===== src/rtl/sbchc_pkg.sv =====
// Shared constants, encodings and carrier types of the host control interface
package sbchc_pkg;

    // ==========================================================
    // Timing
    localparam int SYS_CLK_PERIOD_NS = 10;
    localparam int MS_IN_NS = 1000000;
    localparam int CYCLES_PER_MS = MS_IN_NS / SYS_CLK_PERIOD_NS;
    localparam logic [15:0] RESET_TIME_MS = 16'h0001;
    localparam logic [15:0] NREQ_TIMEOUT_MS = 16'h0096;
    localparam logic [15:0] WD_DEFAULT_MS = 16'h0096;
    localparam logic [15:0] CYCLIC_BASE_MS = 16'h000A;
    localparam int RST_FILTER_NS = 100;
    localparam logic [7:0] RST_FILTER_CYCLES = 8'((RST_FILTER_NS + SYS_CLK_PERIOD_NS - 1) / SYS_CLK_PERIOD_NS);
    localparam int SENSE_SETTLE_NS = 1000;
    localparam logic [7:0] SENSE_SETTLE_CYCLES = 8'((SENSE_SETTLE_NS + SYS_CLK_PERIOD_NS - 1) / SYS_CLK_PERIOD_NS);

    // ==========================================================
    // Serial frame
    localparam logic [3:0] FRAME_BITS = 4'h8;
    localparam logic [3:0] BIT_COUNT_MAX = 4'h9;
    localparam logic [2:0] ADDR_MODE = 3'h0;
    localparam logic [2:0] ADDR_SWITCH = 3'h1;
    localparam logic [2:0] ADDR_MUX = 3'h2;
    localparam logic [2:0] ADDR_SUPPLY = 3'h3;
    localparam logic [2:0] ADDR_CYCLIC = 3'h4;
    localparam logic [2:0] ADDR_STATUS = 3'h5;

    // ==========================================================
    // Field layouts and reset values
    localparam logic [1:0] MODE_CMD_NORMAL = 2'h0;
    localparam logic [1:0] MODE_CMD_STOP = 2'h1;
    localparam logic [1:0] MODE_CMD_SLEEP = 2'h2;
    localparam int SW_ONE_ON_BIT = 0;
    localparam int SW_TWO_ON_BIT = 1;
    localparam int SW_ONE_PULSE_BIT = 2;
    localparam int SW_TWO_PULSE_BIT = 3;
    localparam int SUPPLY_ON_BIT = 0;
    localparam int CYC_EN_BIT = 0;
    localparam int CYC_SEL_BIT = 1;
    localparam int CYC_PER_LSB = 2;
    localparam logic [2:0] MUX_SEL_NONE = 3'h0;
    localparam logic [2:0] MUX_SEL_WAKE = 3'h1;
    localparam logic [2:0] MUX_SEL_TEMP = 3'h2;
    localparam logic [2:0] MUX_SEL_SENSE = 3'h3;
    localparam logic [1:0] STRAP_GROUND = 2'h0;
    localparam logic [1:0] STRAP_OPEN = 2'h1;
    localparam logic [1:0] STRAP_RESISTOR = 2'h2;
    localparam logic [23:0] SYNC_RESET = 24'h000016;

    typedef enum logic [2:0] {
        MODE_RESET = 3'b000,
        MODE_NREQ = 3'b001,
        MODE_NORMAL = 3'b010,
        MODE_STOP = 3'b011,
        MODE_SLEEP = 3'b100
    } sbchc_mode_t;

    typedef struct packed {
        logic write;
        logic [2:0] addr;
        logic [3:0] data;
    } sbchc_frame_t;

    typedef struct packed {
        logic wake_level;
        logic wake_flag;
        logic fault_flag;
        logic pulse_enabled;
        logic spare;
        logic [2:0] mode;
    } sbchc_status_t;

endpackage


===== src/rtl/sbchc_core.sv =====
// Host control interface of the system basis chip: serial port, modes, wake, switches
// ==========================================================
// Notes on behaviour
// - Chip select rising edge ends the transfer and latches shifted data.
// - Only frames of exactly eight clocked bits are valid.
// - Chip select rising edge wakes the device out of Stop.
// - Analog multiplexer source selected over serial; wake input or temperature among them.
// - Pulse input drives switches only in Normal Request or Normal.
// - Pulse input ignored for switches until switch control register is written.
// - Device drives reset line low on reset; host may pull it low.
// - Release of the reset line high enters Normal Request, or Normal when the strap tied to ground disables the watchdog.
// - Reset line input is filtered against short glitches.
// - Interrupt line reports events in active modes and wake from Stop.
// - In active modes and Stop, with the reset line high, interrupt line stays low until the status read acknowledges it.
// - Strap tied to ground disables the watchdog.
// - Strap left open uses the internal 150 ms watchdog period.
// - Strap with resistor sets the window watchdog period.
// - Wake input readable as a level and used for low-power wake.
// - Cyclic sense powers a switch, samples wake input, wakes on difference.
// - Without cyclic sense any change of an unmuxed wake input wakes from Stop or Sleep.
// - Wake input routed to multiplexer loses digital and wake function.
// - Both switches serial controlled, pulse driven, and usable for cyclic sense.
// - Sensor supply switched over serial while in Normal mode.
// - Watchdog overflow resets the microcontroller through the reset line.
// - Input sampled on rising serial clock, output changed on falling edge.
// - Serial output is high impedance while chip select is high.
// - Stop wake goes to Normal Request with interrupt, except chip select or reset.
module sbchc_core #(
    parameter int CYCLES_PER_MS_P = sbchc_pkg::CYCLES_PER_MS
) (
    input wire logic sys_clk,
    input wire logic reset_n,
    input wire logic spi_sclk,
    input wire logic spi_cs_n,
    input wire logic spi_mosi,
    output logic spi_miso,
    output logic spi_miso_oe_n,
    input wire logic reset_line_in,
    output logic reset_line_out,
    output logic reset_line_oe_n,
    output logic irq_n,
    input wire logic switch_pulse_input,
    input wire logic [1:0] watchdog_strap_pin,
    input wire logic [15:0] watchdog_resistor_ms,
    input wire logic multipurpose_wake_input,
    input wire logic lin_wake_event,
    input wire logic fault_event,
    output logic high_side_switch_one,
    output logic high_side_switch_two,
    output logic sensor_supply_output,
    output logic [2:0] analog_mux_output,
    output sbchc_pkg::sbchc_mode_t device_mode
);
    import sbchc_pkg::*;

    localparam int PW = $clog2(CYCLES_PER_MS_P);
    localparam logic [PW-1:0] PRE_LAST = PW'(CYCLES_PER_MS_P - 1);

    function automatic logic is_active(input sbchc_mode_t m);
        is_active = (m == MODE_NREQ) || (m == MODE_NORMAL);
    endfunction

    function automatic logic is_low_power(input sbchc_mode_t m);
        is_low_power = (m == MODE_STOP) || (m == MODE_SLEEP);
    endfunction

    // ==========================================================
    // Pin synchronisers
    logic [23:0] sync1_reg;
    logic [23:0] sync2_reg;
    logic sclk_d_reg;
    logic cs_d_reg;
    logic wake_d_reg;
    wire [23:0] pins_async = {watchdog_resistor_ms, watchdog_strap_pin, spi_sclk, spi_cs_n, spi_mosi,
                              reset_line_in, switch_pulse_input, multipurpose_wake_input};
    wire [15:0] res_ms_s = sync2_reg[23:8];
    wire [1:0] strap_s = sync2_reg[7:6];
    wire sclk_s = sync2_reg[5];
    wire cs_s = sync2_reg[4];
    wire mosi_s = sync2_reg[3];
    wire rst_s = sync2_reg[2];
    wire pulse_s = sync2_reg[1];
    wire wake_s = sync2_reg[0];

    always_ff @(posedge sys_clk) begin
        if (!reset_n) begin
            sync1_reg <= SYNC_RESET;
            sync2_reg <= SYNC_RESET;
            sclk_d_reg <= 1'b0;
            cs_d_reg <= 1'b1;
            wake_d_reg <= 1'b0;
        end else begin
            sync1_reg <= pins_async;
            sync2_reg <= sync1_reg;
            sclk_d_reg <= sclk_s;
            cs_d_reg <= cs_s;
            wake_d_reg <= wake_s;
        end
    end

    // ==========================================================
    // Serial frame
    sbchc_mode_t mode_reg;
    sbchc_mode_t mode_next;
    logic [7:0] shift_in_reg;
    logic [7:0] shift_out_reg;
    logic [3:0] bit_cnt_reg;
    logic miso_reg;
    logic miso_oe_n_reg;
    logic [1:0] snap_reg;
    logic wake_flag_reg;
    logic fault_flag_reg;
    logic pulse_en_reg;
    logic [2:0] mux_sel_reg;

    wire cs_rise = cs_s & ~cs_d_reg;
    wire cs_fall = ~cs_s & cs_d_reg;
    wire sclk_rise = sclk_s & ~sclk_d_reg & ~cs_s;
    wire sclk_fall = ~sclk_s & sclk_d_reg & ~cs_s;
    wire frame_ok = cs_rise & (bit_cnt_reg == FRAME_BITS);
    sbchc_frame_t frame;
    assign frame = sbchc_frame_t'(shift_in_reg);
    wire wr_ok = frame_ok & frame.write & is_active(mode_reg);
    wire wr_mode = wr_ok & (frame.addr == ADDR_MODE);
    wire wr_switch = wr_ok & (frame.addr == ADDR_SWITCH);
    wire rd_status = frame_ok & ~frame.write & (frame.addr == ADDR_STATUS);
    wire wake_muxed = (mux_sel_reg == MUX_SEL_WAKE);
    wire wake_level = wake_s & ~wake_muxed;
    sbchc_status_t status;
    assign status = '{wake_level, wake_flag_reg, fault_flag_reg, pulse_en_reg, 1'b0, mode_reg};

    // Edges come from the synchronised clock, so the link must run well below sys_clk / 4
    always_ff @(posedge sys_clk) begin
        if (!reset_n) begin
            shift_in_reg <= 8'h00;
            bit_cnt_reg <= 4'h0;
        end else if (cs_fall) begin
            shift_in_reg <= 8'h00;
            bit_cnt_reg <= 4'h0;
        end else if (sclk_rise) begin
            shift_in_reg <= {shift_in_reg[6:0], mosi_s};
            bit_cnt_reg <= (bit_cnt_reg == BIT_COUNT_MAX) ? bit_cnt_reg : bit_cnt_reg + 4'h1;
        end
    end

    always_ff @(posedge sys_clk) begin
        if (!reset_n) begin
            shift_out_reg <= 8'h00;
            miso_reg <= 1'b0;
            miso_oe_n_reg <= 1'b1;
            snap_reg <= 2'h0;
        end else begin
            miso_oe_n_reg <= cs_s;
            if (cs_fall) begin
                shift_out_reg <= status;
                miso_reg <= status.wake_level;
                snap_reg <= {status.wake_flag, status.fault_flag};
            end else if (sclk_fall) begin
                shift_out_reg <= {shift_out_reg[6:0], 1'b0};
                miso_reg <= shift_out_reg[6];
            end
        end
    end

    // ==========================================================
    // Control fields
    logic [3:0] sw_ctrl_reg;
    logic supply_on_reg;
    logic [3:0] cyc_cfg_reg;

    always_ff @(posedge sys_clk) begin
        if (!reset_n || mode_reg == MODE_RESET) begin
            sw_ctrl_reg <= 4'h0;
            pulse_en_reg <= 1'b0;
            mux_sel_reg <= MUX_SEL_NONE;
            supply_on_reg <= 1'b0;
            cyc_cfg_reg <= 4'h0;
        end else begin
            if (wr_switch) begin
                sw_ctrl_reg <= frame.data;
                pulse_en_reg <= 1'b1;
            end
            if (wr_ok && frame.addr == ADDR_MUX) begin
                mux_sel_reg <= frame.data[2:0];
            end
            // Supply only follows commands given in Normal
            if (wr_ok && frame.addr == ADDR_SUPPLY && mode_reg == MODE_NORMAL) begin
                supply_on_reg <= frame.data[SUPPLY_ON_BIT];
            end
            if (wr_ok && frame.addr == ADDR_CYCLIC) begin
                cyc_cfg_reg <= frame.data;
            end
        end
    end

    // ==========================================================
    // Timers, strap and reset line filter
    logic [PW-1:0] pre_reg;
    logic [15:0] timer_reg;
    logic [1:0] strap_reg;
    logic [15:0] wd_res_reg;
    logic [7:0] rst_flt_reg;
    wire ms_tick = (pre_reg == PRE_LAST);
    wire mode_change = (mode_next != mode_reg);
    wire wd_on = (strap_reg != STRAP_GROUND);
    wire [15:0] wd_limit = (strap_reg == STRAP_OPEN) ? WD_DEFAULT_MS : wd_res_reg;
    // Closed window only applies to the resistor-set period
    wire wd_early = (strap_reg == STRAP_RESISTOR) && (timer_reg < {1'b0, wd_limit[15:1]});
    wire wd_kick = wr_mode && mode_reg == MODE_NORMAL && !wd_early;
    wire wd_fail = wd_on && mode_reg == MODE_NORMAL && ((wr_mode && wd_early) || timer_reg >= wd_limit);
    wire rst_drive = (mode_reg == MODE_RESET) && (timer_reg < RESET_TIME_MS);
    wire rst_in_low = ~rst_s & ~rst_drive;
    wire host_reset = rst_in_low && (rst_flt_reg == RST_FILTER_CYCLES - 8'h01);
    wire timer_clr = mode_change | wd_kick;

    always_ff @(posedge sys_clk) begin
        if (!reset_n) begin
            pre_reg <= '0;
            timer_reg <= 16'h0000;
            strap_reg <= STRAP_OPEN;
            wd_res_reg <= WD_DEFAULT_MS;
            rst_flt_reg <= 8'h00;
        end else begin
            pre_reg <= (timer_clr || ms_tick) ? '0 : pre_reg + PW'(1);
            if (timer_clr) begin
                timer_reg <= 16'h0000;
            end else if (ms_tick && timer_reg != 16'hFFFF) begin
                timer_reg <= timer_reg + 16'h0001;
            end
            if (mode_reg == MODE_RESET) begin
                strap_reg <= strap_s;
                wd_res_reg <= res_ms_s;
            end
            if (!rst_in_low) begin
                rst_flt_reg <= 8'h00;
            end else if (rst_flt_reg != RST_FILTER_CYCLES) begin
                rst_flt_reg <= rst_flt_reg + 8'h01;
            end
        end
    end

    // ==========================================================
    // Wake detection and cyclic sense
    logic [15:0] cyc_timer_reg;
    logic [7:0] sense_cnt_reg;
    logic sample_reg;
    logic sample_valid_reg;
    wire low_power = is_low_power(mode_reg);
    wire cyc_en = cyc_cfg_reg[CYC_EN_BIT];
    wire [15:0] cyc_period = 16'(CYCLIC_BASE_MS << cyc_cfg_reg[CYC_PER_LSB +: 2]);
    wire cyc_start = low_power && cyc_en && ms_tick && (cyc_timer_reg >= cyc_period - 16'h0001);
    wire sense_on = (sense_cnt_reg != 8'h00);
    wire sense_take = (sense_cnt_reg == 8'h01);
    wire cyc_wake = sense_take && sample_valid_reg && (wake_level != sample_reg);
    wire edge_wake = low_power && !cyc_en && !wake_muxed && (wake_s != wake_d_reg);
    wire wake_any = cyc_wake | edge_wake | (low_power & lin_wake_event);

    always_ff @(posedge sys_clk) begin
        if (!reset_n || !low_power) begin
            cyc_timer_reg <= 16'h0000;
            sense_cnt_reg <= 8'h00;
            sample_reg <= 1'b0;
            sample_valid_reg <= 1'b0;
        end else begin
            if (cyc_start) begin
                cyc_timer_reg <= 16'h0000;
            end else if (ms_tick) begin
                cyc_timer_reg <= cyc_timer_reg + 16'h0001;
            end
            if (cyc_start) begin
                sense_cnt_reg <= SENSE_SETTLE_CYCLES;
            end else if (sense_on) begin
                sense_cnt_reg <= sense_cnt_reg - 8'h01;
            end
            // A muxed wake input reads as low, so no difference ever appears
            if (sense_take) begin
                sample_reg <= wake_level;
                sample_valid_reg <= 1'b1;
            end
        end
    end

    // ==========================================================
    // Mode sequencing
    always_comb begin
        mode_next = mode_reg;
        if (host_reset && mode_reg == MODE_STOP) begin
            mode_next = MODE_NREQ;
        end else if (host_reset) begin
            mode_next = MODE_RESET;
        end else begin
            unique case (mode_reg)
                MODE_RESET: begin
                    if (timer_reg >= RESET_TIME_MS && rst_s) begin
                        mode_next = wd_on ? MODE_NREQ : MODE_NORMAL;
                    end
                end
                MODE_NREQ: begin
                    if (wr_mode && frame.data[1:0] == MODE_CMD_NORMAL) begin
                        mode_next = MODE_NORMAL;
                    end else if (timer_reg >= NREQ_TIMEOUT_MS) begin
                        mode_next = (strap_reg == STRAP_OPEN) ? MODE_NORMAL : MODE_RESET;
                    end
                end
                MODE_NORMAL: begin
                    if (wd_fail) begin
                        mode_next = MODE_RESET;
                    end else if (wr_mode && frame.data[1:0] == MODE_CMD_STOP) begin
                        mode_next = MODE_STOP;
                    end else if (wr_mode && frame.data[1:0] == MODE_CMD_SLEEP) begin
                        mode_next = MODE_SLEEP;
                    end
                end
                MODE_STOP: begin
                    if (wake_any || cs_rise) begin
                        mode_next = MODE_NREQ;
                    end
                end
                MODE_SLEEP: begin
                    if (wake_any) begin
                        mode_next = MODE_RESET;
                    end
                end
                default: begin
                    mode_next = MODE_RESET;
                end
            endcase
        end
    end

    // ==========================================================
    // Interrupt flags and registered outputs
    wire active = is_active(mode_reg);
    wire pulse_ok = active & pulse_en_reg;
    wire sense_one = low_power & sense_on & ~cyc_cfg_reg[CYC_SEL_BIT];
    wire sense_two = low_power & sense_on & cyc_cfg_reg[CYC_SEL_BIT];
    wire gate_one = (pulse_ok & sw_ctrl_reg[SW_ONE_PULSE_BIT]) ? pulse_s : 1'b1;
    wire gate_two = (pulse_ok & sw_ctrl_reg[SW_TWO_PULSE_BIT]) ? pulse_s : 1'b1;
    wire hs_one_next = (active & sw_ctrl_reg[SW_ONE_ON_BIT] & gate_one) | sense_one;
    wire hs_two_next = (active & sw_ctrl_reg[SW_TWO_ON_BIT] & gate_two) | sense_two;
    wire wake_set = (mode_reg == MODE_STOP) && wake_any && !host_reset;
    wire fault_set = active && fault_event;
    wire irq_allowed = (active || mode_reg == MODE_STOP) && rst_s;
    wire irq_next_n = ~((wake_flag_reg | fault_flag_reg) & irq_allowed);

    always_ff @(posedge sys_clk) begin
        if (!reset_n) begin
            mode_reg <= MODE_RESET;
            wake_flag_reg <= 1'b0;
            fault_flag_reg <= 1'b0;
            irq_n <= 1'b1;
            reset_line_oe_n <= 1'b1;
            high_side_switch_one <= 1'b0;
            high_side_switch_two <= 1'b0;
            sensor_supply_output <= 1'b0;
            analog_mux_output <= MUX_SEL_NONE;
        end else begin
            mode_reg <= mode_next;
            // A new event in the read cycle keeps its flag set
            wake_flag_reg <= wake_set | (wake_flag_reg & ~(rd_status & snap_reg[1]));
            fault_flag_reg <= fault_set | (fault_flag_reg & ~(rd_status & snap_reg[0]));
            irq_n <= irq_next_n;
            reset_line_oe_n <= ~rst_drive;
            high_side_switch_one <= hs_one_next;
            high_side_switch_two <= hs_two_next;
            sensor_supply_output <= supply_on_reg & active;
            analog_mux_output <= active ? mux_sel_reg : MUX_SEL_NONE;
        end
    end

    assign device_mode = mode_reg;
    assign reset_line_out = 1'b0;
    assign spi_miso = miso_reg;
    assign spi_miso_oe_n = miso_oe_n_reg;

endmodule


===== config.mk =====
export PLATFORM = sky130hd
export DESIGN_NAME = sbchc_core
export DESIGN_NICKNAME = d
export VERILOG_FILES = /design/src/rtl/sbchc_pkg.sv /design/src/rtl/sbchc_core.sv
export SDC_FILE = /design/constraint.sdc
export NUM_CORES = 1
export LEC_CHECK = 0
export BUFFER_PORTS_ARGS = -buffer_cell sky130_fd_sc_hd__buf_4
export CORE_AREA = 2 2 136 138
export DETAILED_ROUTE_END_ITERATION = 8
export DIE_AREA = 0 0 138 140
export GPL_ROUTABILITY_DRIVEN = 0
export PLACE_DENSITY = 0.71
export SLEW_MARGIN = 20
export SYNTH_ARGS = -nofsm -noshare
export SYNTH_HDL_FRONTEND = slang
export SYNTH_SLANG_ARGS = --single-unit

===== constraint.sdc =====
create_clock -name sys_clk -period 6.58 [get_ports sys_clk]
set_input_delay 0.329 -clock sys_clk [delete_from_list [all_inputs] [get_ports sys_clk]]
set_output_delay 0.329 -clock sys_clk [all_outputs]
set_load 0.02 [all_outputs]

== After elaboration in Yosys (flattened, before gate mapping) ==
Index checks and enable logic that the tools add are counted.

* Input bits: 28
* Output and inout bits: 14
* Bits in registers: 184
* Word-level logic and storage cells: 207

* Add/subtract/negate cells: 7
* Equal/unequal tests: 24
* Magnitude comparators: 6
* Multiplexer cells: 22
* Shifts and indexed selects: 1
* Bitwise logic cells: 54
* Reductions and logical operators: 58

{| class="wikitable"
|+ Operators by type and width
! kind !! number
|-
| adder 16 x 1 -> 16 bit, second input constant || 2
|-
| bitwise AND 1 bit || 32
|-
| >= comparator 16 bit || 2
|-
| logical AND 1 bit || 30
|-
| two-way mux 3 bit || 10
|-
| two-way mux 7 bit || 4
|-
| adder 17 x 1 -> 17 bit, second input constant || 1
|-
| equality test 17 bit, second input constant || 1
|-
| >= comparator 16 x 1 -> 1 bit, second input constant || 1
|-
| >= comparator 16 x 8 -> 1 bit, second input constant || 1
|-
| < comparator 16 x 1 -> 1 bit, second input constant || 1
|-
| < comparator 16 x 15 -> 1 bit || 1
|-
| two-way mux 16 bit || 1
|-
| != test 16 bit, second input constant || 1
|-
| left shift 4 x 2 -> 16 bit, first input constant || 1
|-
| subtractor 16 x 1 -> 16 bit, second input constant || 1
|-
| case mux 3 bit (5 select lines) || 1
|-
| NOT 1 bit || 14
|-
| equality test 3 x 2 -> 1 bit, second input constant || 4
|-
| equality test 3 x 1 -> 1 bit, second input constant || 3
|-
| equality test 3 bit, second input constant || 3
|-
| adder 8 x 1 -> 8 bit, second input constant || 1
|-
| equality test 4 bit, second input constant || 2
|-
| equality test 8 x 1 -> 1 bit, second input constant || 1
|-
| other kinds (19) || 53
|}

== Depth between registers and ports, before layout ==
* Word-level depth: 17
* Depth in mapped cells: 14
* Gate-level depth less buffers: 13

== Worst setup path after synthesis ==
No wires, ideal clock.

* Kind: register -> register
* Start: register strap_reg[1]
* End: register pre_reg[15]
* Data arrival time: 2.653 ns
* Path buffers: 2
* Library setup time: 0.088 ns
* Stages on the path, launching flop included: 12
* Period minus slack after synthesis: 2.741 ns
* Required time: 6.492 ns
* Path slack: 3.839 ns
* Cells stage by stage: dfxtp_1 > nand2b_1 > clkbuf_1 > nand2_1 > ha_1 > a21o_1 > a2111oi_0 > o21ai_0 > a21oi_1 > o2111ai_2 > buf_6 > nor4_2

* Cells in the longest elaborated chain, start to end: 15
* Elaborated cells between the ends (all ways): 26
* Classes of those cells: 2 x order compare; 3 x eq/ne; 10 x mux; 1 x bitwise; 10 x reduce/logical

{| class="wikitable"
|+ Ends and longest elaborated chain
! what !! RTL line !! source
|-
| start: declaration || sbchc_core.sv:200 || <nowiki>logic [1:0] strap_reg;</nowiki>
|-
| start signal: assignment || sbchc_core.sv:231 || <nowiki>strap_reg <= strap_s;</nowiki>
|-
| equality test 2 x 1 -> 1 bit || sbchc_core.sv:206, sbchc_core.sv:302 ||
|-
| two-way mux 16 bit || sbchc_core.sv:206 || <nowiki>wire [15:0] wd_limit = (strap_reg == STRAP_OPEN) ? WD_DEFAULT_MS : wd_res_reg;</nowiki>
|-
| < comparator 16 x 15 -> 1 bit || sbchc_core.sv:208 || <nowiki>wire wd_early = (strap_reg == STRAP_RESISTOR) && (timer_reg < {1'b0, wd_limit[15:1]});</nowiki>
|-
| logical AND 1 bit || sbchc_core.sv:208 ||
|-
| logical AND 1 bit || sbchc_core.sv:210 || <nowiki>wire wd_fail = wd_on && mode_reg == MODE_NORMAL && ((wr_mode && wd_early) || timer_reg >= wd_limit);</nowiki>
|-
| logical OR 1 bit || sbchc_core.sv:210 ||
|-
| logical AND 1 bit || sbchc_core.sv:210 ||
|-
| two-way mux 3 bit || sbchc_core.sv:306 || <nowiki>if (wd_fail) begin</nowiki>
|-
| case mux 3 bit (5 select lines) || sbchc_core.sv:292 || <nowiki>unique case (mode_reg)</nowiki>
|-
| two-way mux 3 bit || sbchc_core.sv:289 || <nowiki>end else if (host_reset) begin</nowiki>
|-
| two-way mux 3 bit || sbchc_core.sv:287 || <nowiki>if (host_reset && mode_reg == MODE_STOP) begin</nowiki>
|-
| != test 3 bit || sbchc_core.sv:204 || <nowiki>wire mode_change = (mode_next != mode_reg);</nowiki>
|-
| bitwise OR 1 bit (*) || sbchc_core.sv:214 || <nowiki>wire timer_clr = mode_change | wd_kick;</nowiki>
|-
| logical OR 1 bit (*) || sbchc_core.sv:224 || <nowiki>pre_reg <= (timer_clr || ms_tick) ? '0 : pre_reg + PW'(1);</nowiki>
|-
| OR reduction 2 bit (no source line) (*) || -- ||
|-
| end signal: assignment || sbchc_core.sv:224 ||
|-
| end: declaration || sbchc_core.sv:198 || <nowiki>logic [PW-1:0] pre_reg;</nowiki>
|}

Mark *: on every way between the ends. The rest lies on a longest branch, timed or not.
A chain may end at the register's enable or synchronous reset.

== Final worst setup path ==
* Start: register strap_reg[0]
* End: register pre_reg[15]

The elaborated chain is that of the path after synthesis.

==> results.tsv <==
stage	metric	value	unit
run_status	status	finished, final reports clean	
floorplan	fp.dieArea	19300	sq um
clock_tree	cts-root-buf	clkbuf_16	
critical_path	critPathLaunchType	flop	
critical_path	path_cells	nor2b_1 -> nor2_1 -> ha_1 -> nor2b_1 -> a221oi_1 -> nor4_1 -> o311ai_1 -> a211o_1 -> o2111ai_2 -> buf_4 -> nor4_2	
global_routing	gr-total-overflow	0	
clock_tree	cts_inserted_buffers	17	
critical_path	crit_path_end_kind	flop	
clock_tree	hold_buffers	0	
global_routing	grt_pass1_vias	6118	
clock_tree	clockBufferDepth	2	
logic_synthesis	ys_seq_area_share	41.8	%
placement	io_buffer_count	40	
final_layout	fin_cells	1234	
floorplan	die_w	138	microns
floorplan	core	17800	sq um
drt	via_per_inst	5.30	
logic_synthesis	synth_top_area_share	41.8	%
logic_synthesis	ys_types	67	
final_layout	fillers	1584	
critical_path	worstPathMaxFanout	33	
floorplan	fp.dieH	140	microns
logic_synthesis	synth_compound_area_share	9.25	%
global_routing	grt_use_met2	28.8	%
logic_synthesis	synthArstFlopShare	0	%
clock_tree	h-tree-depth	4	
logic_synthesis	synth.mux.area_fraction	2.74	%
final_layout	fin_nets	1088	
logic_synthesis	synth_simple_gate_area_share	27.7	%
drt	ant_nets	0	
clock_tree	cts_setup_buffers	0	
drt	drc	0	
placement	postPlaceCellArea	9280	sq um
critical_path	criticalPathCategory	reg2reg	
placement	dp_hpwl	11.9	mm
final_layout	antenna_cells	0	
sta	worst_slew_pin_slew	1.04	ns
sta	period_share	49.6	%
critical_path	required	6.91	ns
sta	setup_violations	0	
placement	dp_cells	1202	
flow_run	cap_viol_max_count	0	
global_routing	antenna_found_initial	0	
logic_synthesis	synthAdderAreaFrac	9.65	%
power_and_ir_drop	ir_worst_vdd	0.202	mV
critical_path	arrival	3.60	ns
drt	vias	6538	
critical_path	cp_slowest_stage_delay	0.56	ns
power_and_ir_drop	power.leakage	0.00385	uW
clock_tree	cts_tree	done	
clock_tree	clkSinkCount	184	
drt	drtIter0Drc	369	
clock_tree	cts-resized-gates	0	
sta	fin_hold_ws	0.0797	ns
final_layout	utilization	55.5	%
logic_synthesis	synth.largest_area_cell	dfxtp_1	
sta	max-slew-margin-rel	30.5	%
logic_synthesis	synthesis.area	8820	sq um
sta	skew	0.0139	ns
floorplan	fp-row-count	49	
final_layout	layout-drive-gt1-share	10.1	%
drt	wl_per_cell	13.7	microns
global_routing	use_met3	3.59	%
logic_synthesis	synth_edf_count	0	
floorplan	io_pins	42	
global_routing	grt_pass1_wl	29.1	mm
logic_synthesis	synth_top_family_by_area	simple AND/OR/NAND/NOR gates	
logic_synthesis	avgSynthCellArea	9.13	sq um
sta	fmax	0.306	GHz
floorplan	start_util	49.6	%
drt	routed_wl	16.9	mm
final_layout	area_growth	12.0	%
power_and_ir_drop	cellPowerDensity	225	nW/um^2
clock_tree	path_clk_slew	0.07	ns
global_routing	grt.total_usage	18.1	%
global_routing	grtUsageMet1	24.6	%
drt	firstDrtPassIters	5	
sta	final.setup.tns	0	ns
worst_hold_path	hp-class	in2reg	
logic_synthesis	yosys_warnings	0	
global_routing	grt_max_degree	97	
sta	maxSlewViolCount	0	
final_layout	fin_area	9870	sq um
global_routing	grt_busiest_layer	met2	
logic_synthesis	synth_ff_type	dfxtp_1	
clock_tree	clock_latency	0.43	ns
sta	finalHoldViolCount	0	
sta	period_needed	3.27	ns
critical_path	crit_path_frequent_cell	nor2b_1	
logic_synthesis	synth_top_cells_by_area	dfxtp_1 42%, ha_1 9.7%, nand2_1 4.5%	
critical_path	cpMaxStageDelayCell	o311ai_1	
sta	grt_setup_unrepaired	no	
logic_synthesis	synth_xor_xnor_area_share	5.76	%
logic_synthesis	synth_seq_cells	184	
logic_synthesis	syn_inst	966	
## stage by stage
stage	setup slack, ns	power, uW
3_5_place_dp	3.36	1230
4_1_cts	3.32	2250
2_1_floorplan	3.84	1210
3_3_place_gp	3.41	1230
5_1_grt	3.00	2310
6_report	3.31	2220
## final timing paths
kind | startpoint | to | slack, ns | cells past startpoint
worst min register to register | sync1_reg[4] | sync2_reg[4] | 0.41 | 1
worst max register to register | strap_reg[0] | pre_reg[15] | 3.31 | 11
worst min-delay path | reset_line_in | sync1_reg[2] | 0.08 | 2
worst max-delay path | strap_reg[0] | pre_reg[15] | 3.31 | 11
## cell type report
cell class / instances / area [sq um] / share of cell area [%]
well taps: 229 / 287 / 2.90
repair buffers: 43 / 323 / 3.27
multi-input cells: 721 / 4900 / 49.6
clock buffers: 20 / 447 / 4.52
clock inverters: 12 / 139 / 1.41
flip-flops and latches: 184 / 3680 / 37.3
inverters: 25 / 93.8 / 0.950
## critical path, delay by kind of cell, from the launching register on
kind / cells / cell delay [ns]
buffers and inverters: 1 / 0.28
AND/OR/NAND/NOR: 5 / 1.03
AO/OA/AOI/OAI: 4 / 1.17
adder cells (fa/ha/maj): 1 / 0.30
flip-flops: 1 / 0.38
## kinds of logic after synthesis
family	count (synthesis)
adder cells (fa/ha/maj)	68
other	2
flip-flops	184
multiplexers	24
AND/OR/NAND/NOR	451
AO/OA/AOI/OAI	115
buffers and inverters	64
XOR/XNOR	58
## synthesized netlist by cell type, types with 6 or more instances
cell type,instances
nand2_1,105
nor4_1,9
ha_1,68
nor4_2,6
nand3_1,39
a21o_1,11
xnor2_1,32
nor2_1,95
dfxtp_1,184
and2_1,48
and3_1,17
clkbuf_1,28
inv_1,25
nand2b_1,17
nand4_1,24
xor2_1,26
buf_2,9
a22oi_1,7
a21boi_0,23
nor3b_1,7
a211oi_1,6
o21ai_0,14
a21oi_1,25
nor3_1,34
mux2i_1,23
nor2b_1,9
## layout by cell type (no fill, tap or decap), drive strengths merged, types with 20 or more instances in the layout
cell,instances
dfxtp,184
nand2,105
nor2,95
ha,68
and2,48
buf,43
nand3,39
nor3,34
xnor2,32
inv,30
xor2,26
a21oi,25
nand4,24
mux2i,23
a21boi,23
clkbuf,20
## report_power, final
group	switching [uW]	internal [uW]	leakage [uW]
combinational	33.9	31.8	0.00206
sequential	8.97	1130	0.00150
clock	437	576	0.000286
total	480	1740	0.00385
## per-layer routing
| layer | share of wire [%] | wire length, microns |
|---|---|---|
| met2 | 45 | 7670 |
| met5 | 0 | 0 |
| met3 | 2.9 | 496 |
| met4 | 1.6 | 277 |
| met1 | 50 | 8470 |
No activity file was read; power rests on OpenSTA's default activity.
